`src/logic/dcd_defines.svh`:
```
// Timing and reset constants for the dual oscillator clock doubler
`ifndef DCD_DEFINES_SVH
`define DCD_DEFINES_SVH

`define DCD_MCLK_PERIOD_PS     4000
`define DCD_HS_MAX_FREQ_KHZ    10000
`define DCD_LS_NOM_FREQ_HZ     32768
// Shortest legal high speed half period in ps, 50000 ps at 10 MHz
`define DCD_HS_MIN_HALF_PS     (500000000 / `DCD_HS_MAX_FREQ_KHZ)
// Least time rounds up to whole cycles
`define DCD_HS_MIN_HALF_CYC    ((`DCD_HS_MIN_HALF_PS + `DCD_MCLK_PERIOD_PS - 1) / `DCD_MCLK_PERIOD_PS)
`define DCD_CORE_PER_INSTR     10
`define DCD_RESET_SEL_LOW      1'b0

`endif

```
`src/logic/dcd_pkg.sv`:
```
// Types for the dual oscillator clock doubler
package dcd_pkg;

    typedef enum logic [1:0] {
        DCD_RUN_HIGH,
        DCD_WAIT_LOW,
        DCD_RUN_LOW,
        DCD_WAIT_HIGH
    } dcd_state_type;

    typedef struct packed {
        logic in;
        logic out;
        logic oe;
    } dcd_pin_type;

endpackage

```
`src/logic/dcd_clock_doubler.sv`:
```
// Dual oscillator source selection, clock doubler and instruction divider
// Behaviour
// - core tick on every selected oscillator edge, except old source edges while a handover is pending
// - instruction tick every ten core ticks
// - primary oscillator is high speed, 10 MHz max
// - secondary oscillator is 32.768 kHz low speed
// - source switch only through handshake sequence
// - idle oscillator may be disabled by software
// - unused low speed pins become general ports
`timescale 1ns/1ps
`include "dcd_defines.svh"

module dcd_clock_doubler #(
    parameter int unsigned CORE_PER_INSTR = `DCD_CORE_PER_INSTR,
    parameter int unsigned HS_MIN_HALF    = `DCD_HS_MIN_HALF_CYC
) (
    // Clock and reset
    input  wire logic               mclk,
    input  wire logic               rst_n,
    // Oscillator inputs from pins
    input  wire logic               hs_osc_pin,
    input  wire dcd_pkg::dcd_pin_type ls_pin0,
    output dcd_pkg::dcd_pin_type    ls_pin0_drv,
    input  wire dcd_pkg::dcd_pin_type ls_pin1,
    output dcd_pkg::dcd_pin_type    ls_pin1_drv,
    // Software control
    input  wire logic               sel_low_req,
    input  wire logic               hs_enable_req,
    input  wire logic               ls_enable_req,
    // General port use of the low speed pins
    input  wire logic [1:0]         gpio_out,
    input  wire logic [1:0]         gpio_oe,
    output logic [1:0]              gpio_in,
    // Clock outputs and status
    output logic                    hs_osc_on,
    output logic                    ls_osc_on,
    output logic                    selected_oscillator_input,
    output logic                    core_tick,
    output logic                    instr_tick,
    output logic                    sel_low,
    output logic                    switch_busy,
    output logic                    hs_overspeed
);

    localparam int unsigned DW = $clog2(CORE_PER_INSTR);
    localparam int unsigned HW = $clog2(HS_MIN_HALF + 1);

    // Pin synchronisers, first stage read only by second stage
    logic [2:0]  sync1_q;
    logic [2:0]  sync1_d;
    logic [2:0]  sync2_q;
    logic [2:0]  sync2_d;
    logic [2:0]  prev_q;
    logic [2:0]  prev_d;

    dcd_pkg::dcd_state_type state_q;
    dcd_pkg::dcd_state_type state_d;
    logic [DW-1:0] div_q;
    logic [DW-1:0] div_d;
    logic [HW-1:0] hs_gap_q;
    logic [HW-1:0] hs_gap_d;
    logic          core_q;
    logic          core_d;
    logic          instr_q;
    logic          instr_d;
    logic          ovr_q;
    logic          ovr_d;
    logic          osc_q;
    logic          osc_d;
    logic [1:0]    gpio_in_q;
    logic [1:0]    gpio_in_d;

    logic hs_edge;
    logic ls_edge;
    logic run_low;
    logic hs_on;
    logic ls_on;

    assign hs_edge = sync2_q[0] ^ prev_q[0];
    assign ls_edge = sync2_q[1] ^ prev_q[1];
    assign run_low = (state_q == dcd_pkg::DCD_RUN_LOW) || (state_q == dcd_pkg::DCD_WAIT_HIGH);

    // selected or switching target stays powered
    assign hs_on = hs_enable_req || !run_low || (state_q == dcd_pkg::DCD_WAIT_HIGH);
    assign ls_on = ls_enable_req || run_low || (state_q == dcd_pkg::DCD_WAIT_LOW);

    always_comb begin
        sync1_d = {ls_pin1.in, ls_pin0.in, hs_osc_pin};
        sync2_d = sync1_q;
        prev_d  = sync2_q;
    end

    // Source selection sequence
    always_comb begin
        state_d = state_q;
        unique case (state_q)
            dcd_pkg::DCD_RUN_HIGH: begin
                if (sel_low_req && ls_enable_req) begin
                    state_d = dcd_pkg::DCD_WAIT_LOW;
                end
            end
            dcd_pkg::DCD_WAIT_LOW: begin
                // hand over on a target edge
                if (!sel_low_req || !ls_enable_req) begin
                    state_d = dcd_pkg::DCD_RUN_HIGH;
                end else if (ls_edge) begin
                    state_d = dcd_pkg::DCD_RUN_LOW;
                end
            end
            dcd_pkg::DCD_RUN_LOW: begin
                if (!sel_low_req && hs_enable_req) begin
                    state_d = dcd_pkg::DCD_WAIT_HIGH;
                end
            end
            dcd_pkg::DCD_WAIT_HIGH: begin
                // hand over on a target edge
                if (sel_low_req || !hs_enable_req) begin
                    state_d = dcd_pkg::DCD_RUN_LOW;
                end else if (hs_edge) begin
                    state_d = dcd_pkg::DCD_RUN_HIGH;
                end
            end
        endcase
    end

    // Doubler and divider
    always_comb begin
        // one core tick per edge, twice oscillator rate
        core_d  = run_low ? ls_edge : hs_edge;
        osc_d   = run_low ? sync2_q[1] : sync2_q[0];
        // waiting target edge cannot clip a tick
        if (state_q == dcd_pkg::DCD_WAIT_LOW && ls_edge) begin
            core_d = 1'b1;
            osc_d  = sync2_q[1];
        end else if (state_q == dcd_pkg::DCD_WAIT_HIGH && hs_edge) begin
            core_d = 1'b1;
            osc_d  = sync2_q[0];
        end else if (state_q == dcd_pkg::DCD_WAIT_LOW || state_q == dcd_pkg::DCD_WAIT_HIGH) begin
            // Old source edges give no core tick while the handover is pending
            core_d = 1'b0;
        end
        div_d   = div_q;
        instr_d = 1'b0;
        if (core_d) begin
            if (div_q == DW'(CORE_PER_INSTR - 1)) begin
                div_d   = '0;
                instr_d = 1'b1;
            end else begin
                div_d = div_q + DW'(1);
            end
        end
    end

    // High speed edge spacing check
    always_comb begin
        hs_gap_d = hs_gap_q;
        ovr_d    = ovr_q;
        if (hs_edge) begin
            // edges closer than 10 MHz half period
            if (hs_gap_q < HW'(HS_MIN_HALF) && !run_low) begin
                ovr_d = 1'b1;
            end
            hs_gap_d = '0;
        end else if (hs_gap_q != HW'(HS_MIN_HALF)) begin
            hs_gap_d = hs_gap_q + HW'(1);
        end
    end

    // pins go to port use when low oscillator idle
    always_comb begin
        gpio_in_d = sync2_q[2:1];
        if (ls_on) begin
            gpio_in_d = 2'h0;
        end
    end

    always_ff @(posedge mclk or negedge rst_n) begin
        if (!rst_n) begin
            sync1_q   <= 3'h0;
            sync2_q   <= 3'h0;
            prev_q    <= 3'h0;
            state_q   <= dcd_pkg::DCD_RUN_HIGH;
            div_q     <= '0;
            // Start saturated so the first edge after reset is not taken as overspeed
            hs_gap_q  <= HW'(HS_MIN_HALF);
            core_q    <= 1'b0;
            instr_q   <= 1'b0;
            ovr_q     <= 1'b0;
            osc_q     <= 1'b0;
            gpio_in_q <= 2'h0;
        end else begin
            sync1_q   <= sync1_d;
            sync2_q   <= sync2_d;
            prev_q    <= prev_d;
            state_q   <= state_d;
            div_q     <= div_d;
            hs_gap_q  <= hs_gap_d;
            core_q    <= core_d;
            instr_q   <= instr_d;
            ovr_q     <= ovr_d;
            osc_q     <= osc_d;
            gpio_in_q <= gpio_in_d;
        end
    end

    // low speed crystal on pin 0, pin 1 undriven in oscillator use
    // port drive only while the low oscillator is off
    always_comb begin
        ls_pin0_drv.in  = 1'b0;
        ls_pin1_drv.in  = 1'b0;
        ls_pin0_drv.out = ls_on ? 1'b0 : gpio_out[0];
        ls_pin0_drv.oe  = ls_on ? 1'b0 : gpio_oe[0];
        ls_pin1_drv.out = ls_on ? 1'b0 : gpio_out[1];
        ls_pin1_drv.oe  = ls_on ? 1'b0 : gpio_oe[1];
    end

    assign hs_osc_on                 = hs_on;
    assign ls_osc_on                 = ls_on;
    assign selected_oscillator_input = osc_q;
    assign core_tick                 = core_q;
    assign instr_tick                = instr_q;
    assign sel_low                   = run_low;
    assign switch_busy               = (state_q == dcd_pkg::DCD_WAIT_LOW) || (state_q == dcd_pkg::DCD_WAIT_HIGH);
    assign hs_overspeed              = ovr_q;
    assign gpio_in                   = gpio_in_q;

endmodule

```
`config.mk`:
```
export PLATFORM = sky130hd
export DESIGN_NAME = dcd_clock_doubler
export DESIGN_NICKNAME = d
export VERILOG_FILES = /design/src/logic/dcd_pkg.sv /design/src/logic/dcd_clock_doubler.sv
export VERILOG_INCLUDE_DIRS = /design/src /design/src/logic
export SDC_FILE = /design/constraint.sdc
export NUM_CORES = 1
export LEC_CHECK = 0
export BUFFER_PORTS_ARGS = -buffer_cell sky130_fd_sc_hd__buf_2
export CAP_MARGIN = 30
export CELL_PAD_IN_SITES_DETAIL_PLACEMENT = 0
export CELL_PAD_IN_SITES_GLOBAL_PLACEMENT = 1
export CORE_UTILIZATION = 30
export CTS_BUF_LIST = sky130_fd_sc_hd__clkbuf_16
export DETAILED_ROUTE_END_ITERATION = 10
export MAX_ROUTING_LAYER = met4
export PLACE_DENSITY_LB_ADDON = 0.15
export SLEW_MARGIN = 20
export SYNTH_ARGS = -nofsm -noshare
export SYNTH_HDL_FRONTEND = slang
export SYNTH_SLANG_ARGS = --single-unit
export TNS_END_PERCENT = 5
```
`constraint.sdc`:
```
create_clock -name mclk -period 1.95 [get_ports mclk]
set_clock_uncertainty 0.1 [all_clocks]
set_input_delay 0.39 -clock mclk [delete_from_list [all_inputs] [get_ports mclk]]
set_output_delay 0.39 -clock mclk [all_outputs]
set_load 0.03 [all_outputs]
```
Yosys cells after proc, flatten, opt, wreduce, memory -nomap -nowiden:

Index checks and enable logic that the tools add are counted.
W data, S select, Z words.

* flip-flop bits (word level): 24
* input port bits: 16
* output and inout bits: 16
* word-level logic and storage cells: 70

* $add $sub $neg: 2
* order comparisons: 1
* equal/unequal tests: 9
* mux-type cells: 24
* bitwise operators: 2
* reductions and logical operators: 21

Operators by type and width (number)
* $mux W2: 7
* $mux W1: 13
* $mux W4: 3
* $add A4 B1 Y4 const B: 2
* $logic_or A1 B1 Y1: 8
* $pmux W2 S4: 1
* $logic_and A1 B1 Y1: 5
* $eq A2 B2 Y1 const B: 2
* $eq A4 B4 Y1 const B: 1
* $logic_not A1 Y1: 4
* $lt A4 B4 Y1 const B: 1
* $ne A4 B4 Y1 const B: 1
* $reduce_and A4 Y1: 1
* $ne A3 B2 Y1 const B: 1
* $ne A3 B3 Y1 const B: 1
* $eq A2 B1 Y1 const B: 1
* $logic_not A2 Y1: 1
* $ne A2 B1 Y1 const B: 1
* $ne A2 B2 Y1 const B: 1
* $reduce_and A2 Y1: 1
* $reduce_bool A2 Y1: 1
* $xor A1 B1 Y1: 2

Longest topological paths before layout:

Gate-level depths: netlist of run 1.

* depth in word-level cells: 7
* depth in mapped cells: 6
* depth with buffers taken out: 5

Worst setup path after synthesis of run 1:

OpenSTA, ideal clock, no wires.

* path type: register to output
* start point: register state_q[1]
* end point: output port ls_pin0_drv[0] in the netlist's numbering
* data arrival time: 1.284 ns
* data required time: 1.460 ns
* slack: 0.176 ns
* stages on the path, launching flop included: 4
* buffers on the path: 1
* cells stage by stage: dfrtp_1 -> clkbuf_1 -> nor3_1 -> and2_1

RTL lines
* start, declared: RTL line dcd_clock_doubler.sv:56 `dcd_pkg::dcd_state_type state_q;`
* start signal, assigned: RTL line dcd_clock_doubler.sv:182 `state_q <= dcd_pkg::DCD_RUN_HIGH;`
* start signal, assigned: RTL line dcd_clock_doubler.sv:195 `state_q <= state_d;`
* end, declared: RTL line dcd_clock_doubler.sv:23 `output dcd_pkg::dcd_pin_type ls_pin0_drv,`

==> flow_summary_export.csv, run 1 <==
group,metric,value,unit
status,outcome,"finished clean",
detailed_routing,vias,751,
sta,period_minus_slack,1.84,ns
pwr,leakage,0.628,nW
pwr,p_per_area,1320,nW/um^2
final_layout,nFillCells,346,
min_path,holdCritPathClass,"input port to async pin",
synth,synth_area,1070,um^2
worst_setup_path,path_class,"register to output port",
detailed_routing,dr_wl_met2,804,um
floorplan,dieHeight,61.6,um
pwr,netSwitchingPower,621,uW
place,gp_congestion,0.731,
final_layout,seq_area,607,um^2
worst_setup_path,reg2reg_slack,0.25,ns
place,dp.cells,166,
final_layout,layout-drive-gt1-share,34.4,%
floorplan,io_pins,32,
sta,rsz0062_at_grt,"no",
final_layout,final_common_cell,"buf_2",
sta,finalSetupViolCount,0,
detailed_routing,via_per_inst,4.39,
pwr,pwr-share-comb,35.5,%
floorplan,core.rowCount,21,
worst_setup_path,rr_startpoint,"state_q[0]",
clock_network,cts_tree,"built",
floorplan,core_area,3360,um^2
worst_setup_path,cp.arrival,1.35,ns
floorplan,start_util,31.7,%
final_layout,multiInputGateArea,413,um^2
pwr,vdd_ir_drop_max,0.000857,V
sta,slew_viol_final,0,
detailed_routing,route.detailed.drc,0,
clock_network,numCtsBuffers,3,
pwr,p_total,1.76,mW
global_route,grt_max_degree,25,
place,io_buffers,25,
final_layout,area_growth,25.4,%
run,max_cap_violations,0,
sta,fin_crit_sh,94.6,%
clock_network,root_buffer,"clkbuf_16",
worst_setup_path,crit_end,"ls_pin0_drv[0]",
synth,ys_ff_latch,24,
floorplan,fp.dieW,61.6,um
final_layout,final_cell_mix,"23 x buf_2, 19 x dfrtp_1, 8 x nand2_1",
detailed_routing,highest_layer,"met4",
worst_setup_path,crit_required,1.46,ns
pwr,p_seq_share,40.2,%
worst_setup_path,r2r_cells,6,
synth,yosysUniqueCellTypes,32,
final_layout,antenna_cells,0,
worst_setup_path,timing.rr.end,"div_q[1]",
detailed_routing,met1Wirelength,828,um
synth,syn_area_per_cell,11.0,um^2
place,place_hpwl,1270,um
synth,ys_warn_count,0,
sta,finalHoldViolCount,0,
sta,fmax,542,MHz
global_route,antenna_found_initial,0,
global_route,grt_overflow,0,
clock_network,htree_levels,1,
final_layout,instances_no_fill,171,
global_route,grt_pass1_wl,2830,um
floorplan,die-area,3800,um^2
worst_setup_path,end_kind,"output port",
global_route,grt_pass1_vias,678,
synth,ys_seq_area_share,56.6,%
global_route,grt_usage,10.7,%
worst_setup_path,crit_start,"state_q[1]",
sta,slew_headroom,64.9,%
final_layout,layout.nets,145,
clock_network,cts_max_path_buffers,2,
synth,synth_cells,97,
detailed_routing,first_pass_iters,4,
worst_setup_path,crit_path_max_fanout,7,
sta,max_slew.worst_pin.slew,0.527,ns
clock_network,path_clk_slew,0.06,ns
detailed_routing,drt-initial-drc-count,24,
pwr,p_clk_share,24.4,%
detailed_routing,wl_met3,97,um
pwr,switching_share,35.2,%
worst_setup_path,cp-start-kind,"register",
detailed_routing,drt-total-wl,1760,um
pwr,p_int,1.14,mW
detailed_routing,postRouteAntennaNets,0,
clock_network,clock_sinks,24,
sta,fin_tns_setup,0,ns
detailed_routing,wl_per_cell,10.3,um
clock_network,clk_latency,0.25,ns
## metal layers
metal	GRT usage, %	vias to the layer above
met1	12.8	360
met4	4.76	0
met3	2.73	4
met2	17.1	20
met5	-	-
li1	-	367
## power groups by stage
stage	registers, mW	clock network (mW)	logic [mW]
after CTS	0.719	0.447	0.611
after global routing	0.723	0.468	0.697
after detailed placement	0.727	0	0.609
after global placement	0.727	0	0.602
after floorplan	0.743	0	0.427
final	0.708	0.430	0.625
## worst max-delay path: stages (launching register included)
cell	delay [ns]
dfrtp_2	0.44
nor3_1	0.20
buf_4	0.16
and2_1	0.12
buf_2	0.19
## repair_timing
item | CTS | global route
resized for setup | 0 | 4
setup endpoints to repair | 0 | 4
hold buffers | 0 | 0
setup buffers | 0 | 1
## cell type report
| cell class | instances | area share (%) |
|---|---|---|
| flip-flops and latches | 24 | 45.3 |
| repair buffers | 29 | 12.0 |
| well taps | 46 | 4.30 |
| clock inverters | 1 | 0.280 |
| clock buffers | 3 | 5.61 |
| multi-input cells | 62 | 30.8 |
| inverters | 6 | 1.68 |
## registers in the layout, indices dropped and copies added (netlist names), 2 cells and up
register  flops
prev_q        2
sync1_q       3
div_q         4
prev_d        3
gpio_in       2
hs_gap_q      4
state_q       2
## cells by family (layout without fill, tap and decap cells)
group                      after synthesis  in the layout  share of synthesized area, %
AOI/OAI and AO/OA                       12             12                          7.27
other                                    1              2                         0.351
buffers and inverters                   12             39                          5.04
xor gates and xnor gates                 6              6                          5.63
DFF                                     24             24                          56.6
muxes                                    3              3                          3.17
and+or+nand+nor                         36             36                          18.4
adders and majority gates                3              3                          3.52
## per-stage QoR
step | worst slack (ns) | hold WS [ns] | area, um^2 | util (%)
finish | 0.106 | 0.0140 | 1340 | 39.8
global route | 0.00919 | 0.0632 | 1340 | 39.8
CTS | 0.0246 | 0.0318 | 1320 | 39.4
detailed placement | 0.299 | 0.235 | 1240 | 37.0
global placement | 0.310 | 0.232 | 1240 | 37.0
floorplan | 0.176 | -0.00559 | 1070 | -
## Yosys cell counts, drive strengths merged
| master | number | area, um^2 |
|---|---|---|
| nor3b | 2 | 15.0 |
| conb | 1 | 3.75 |
| nor3 | 4 | 20.0 |
| mux2i | 3 | 33.8 |
| a21boi | 1 | 7.51 |
| and3b | 1 | 10.0 |
| a22o | 1 | 8.76 |
| buf | 3 | 20.0 |
| and2 | 7 | 43.8 |
| clkbuf | 3 | 11.3 |
| xnor2 | 4 | 35.0 |
| nand3b | 2 | 15.0 |
| inv | 6 | 22.5 |
| a21o | 1 | 8.76 |
| a21oi | 1 | 5.00 |
| a31oi | 4 | 25.0 |
| nand2b | 1 | 6.26 |
| o21ai | 3 | 15.0 |
| dfstp | 3 | 78.8 |
| nand3 | 6 | 35.0 |
| ha | 3 | 37.5 |
| dfrtp | 21 | 526 |
| nor2b | 1 | 6.26 |
| nor2 | 4 | 15.0 |
| o31ai | 1 | 7.51 |
| xor2 | 2 | 25.0 |
| nand2 | 8 | 30.0 |
## worst min path at each step
stage	start	end	slack, ns
6_report	rst_n	div_q[2]	0.01
5_1_grt	rst_n	hs_gap_q[1]	0.06
4_1_cts	rst_n	sync1_q[1]	0.03
3_5_place_dp	sync1_q[0]	prev_d[0]	0.23
3_3_place_gp	sync1_q[2]	prev_d[2]	0.23
2_1_floorplan	rst_n	core_tick	-0.006
No activity file was read; power rests on OpenSTA's default activity.
==> run 2: changes to the inputs <==
Settings changed: CORE_ASPECT_RATIO from default to 1.25, HOLD_SLACK_MARGIN from default to 0.1.
==> run 2 against run 1 <==
- first-iteration DRC count rose by 38%
- die area hardly changed
- cell count is 5.3% lower
- routed wire length increased by 4.7%
- non-clock buffer count unchanged
- sequential power is 2% higher
- worst setup slack better by 0.00061 ns
- critical endpoint is now ls_pin1_drv[0]
- critical path type unchanged
==> flow_summary_export.csv, run 2 (synthesized netlist as in run 1, its figures left out) <==
group,metric,value,unit
pwr,leakage,0.629,nW
final_layout,final_common_cell,"buf_2",
worst_setup_path,end_kind,"output port",
sta,rsz0062_at_grt,"no",
worst_setup_path,cp-start-kind,"register",
detailed_routing,first_pass_iters,4,
detailed_routing,postRouteAntennaNets,0,
final_layout,instances_no_fill,162,
clock_network,cts_max_path_buffers,2,
global_route,grt_overflow,0,
detailed_routing,drt-total-wl,1840,um
sta,max_slew.worst_pin.slew,0.531,ns
final_layout,stdcell_area,1330,um^2
clock_network,clk_latency,0.25,ns
pwr,vdd_ir_drop_max,0.000696,V
global_route,grt_pass1_vias,732,
floorplan,die-area,3800,um^2
clock_network,root_buffer,"clkbuf_16",
clock_network,path_clk_slew,0.06,ns
run,max_cap_violations,0,
place,io_buffers,25,
sta,fin_tns_setup,0,ns
detailed_routing,via_per_inst,4.81,
final_layout,final_cell_mix,"25 x buf_2, 19 x dfrtp_1, 8 x nand2_1",
place,dp.cells,157,
sta,hold_slack,0.138,ns
floorplan,io_pins,32,
min_path,holdCritPathClass,"input port to register",
worst_setup_path,crit_path_max_fanout,10,
worst_setup_path,crit_required,1.46,ns
sta,fmax,542,MHz
place,place_hpwl,1330,um
worst_setup_path,cp.arrival,1.35,ns
place,placed_cell_area,1230,um^2
sta,slew_viol_final,0,
sta,finalHoldViolCount,0,
floorplan,dieHeight,68.7,um
final_layout,layout.nets,145,
clock_network,htree_levels,1,
global_route,grt_usage,11.4,%
final_layout,area_growth,24.6,%
floorplan,core.rowCount,23,
detailed_routing,drt-initial-drc-count,33,
clock_network,cts_setup_buffers,0,
sta,finalSetupViolCount,0,
final_layout,antenna_cells,0,
final_layout,reg_top3,"div_q x4, hs_gap_q x4",
detailed_routing,route.detailed.drc,0,
clock_network,cts_tree,"built",
detailed_routing,vias,779,
worst_setup_path,path_class,"register to output port",
global_route,grt_max_degree,25,
sta,fin_crit_sh,94.6,%
final_layout,layout-drive-gt1-share,34.4,%
pwr,p_per_area,1330,nW/um^2
floorplan,fp.dieW,55.4,um
floorplan,start_util,32.2,%
clock_network,numCtsBuffers,3,
pwr,p_total,1.78,mW
status,outcome,"finished clean",
global_route,grt_pass1_wl,3190,um
place,gp_congestion,0.822,
detailed_routing,wl_per_cell,11.3,um
clock_network,clock_sinks,24,
floorplan,core_area,3310,um^2
sta,period_minus_slack,1.84,ns
sta,slew_headroom,64.6,%
global_route,antenna_found_initial,0,
[run 2: cell count changes in the layout (fill, tap and decap cells not counted), sizes merged]
cell / change
buf: +1
clkbuf: -2
dlygate4sd3: +1
[run 2: area by class of cell]
type,instances,area [um^2]
clock inverter,1,3.75
multi-input combinational,62,418
timing repair buffer,29,158
sequential,24,607
fill,327,1980
clock buffer,3,75.1
tap,37,46.3
inverter,6,22.5
[run 2: path summary, 6_finish.rpt]
path / startpoint / to / slack [ns] / depth (start not counted)
max: state_q[0] / ls_pin1_drv[0] / 0.11 / 4
min: ls_pin1[2] / sync1_q[2] / 0.14 / 1
max reg2reg: state_q[0] / div_q[1] / 0.32 / 5
min reg2reg: sync1_q[0] / prev_d[0] / 0.25 / 0
max in group asynchronous: rst_n / state_q[1] / 0.81 / 2
min in group asynchronous: rst_n / state_q[0] / 0.55 / 2
[run 2: routing by layer]
| layer | up-vias | part of all wire, % | wire length (um) | GRT usage, % |
|---|---|---|---|---|
| li1 | 370 | - | - | - |
| met1 | 372 | 44 | 817 | 12.6 |
| met2 | 33 | 47 | 861 | 18.7 |
| met3 | 4 | 6.5 | 119 | 3.17 |
| met4 | 0 | 2.2 | 40 | 6.88 |
| met5 | - | 0 | 0 | - |
[run 2: power breakdown]
group	internal (mW)	switching, mW
Clock	0.274	0.163
Sequential	0.613	0.111
Combinational	0.250	0.364
Total	1.14	0.639
[run 2: critical path: stages, from the launching register on]
cell     delay (ns)
dfrtp_2        0.47
nor3_2         0.17
buf_4          0.15
and2_1         0.12
buf_2          0.18
[run 2: timing repair]
item,CTS,global route
hold buffers,1,0
hold endpoints to repair,21,0
setup endpoints to repair,0,4
resized for setup,0,3
[run 2: stage by stage]
stage | utilization [%] | setup WS, ns
2_1_floorplan | - | 0.176
3_3_place_gp | 37.3 | 0.302
3_5_place_dp | 37.3 | 0.282
4_1_cts | 40.0 | 0.0175
5_1_grt | 40.2 | 0.0219
6_report | 40.2 | 0.106
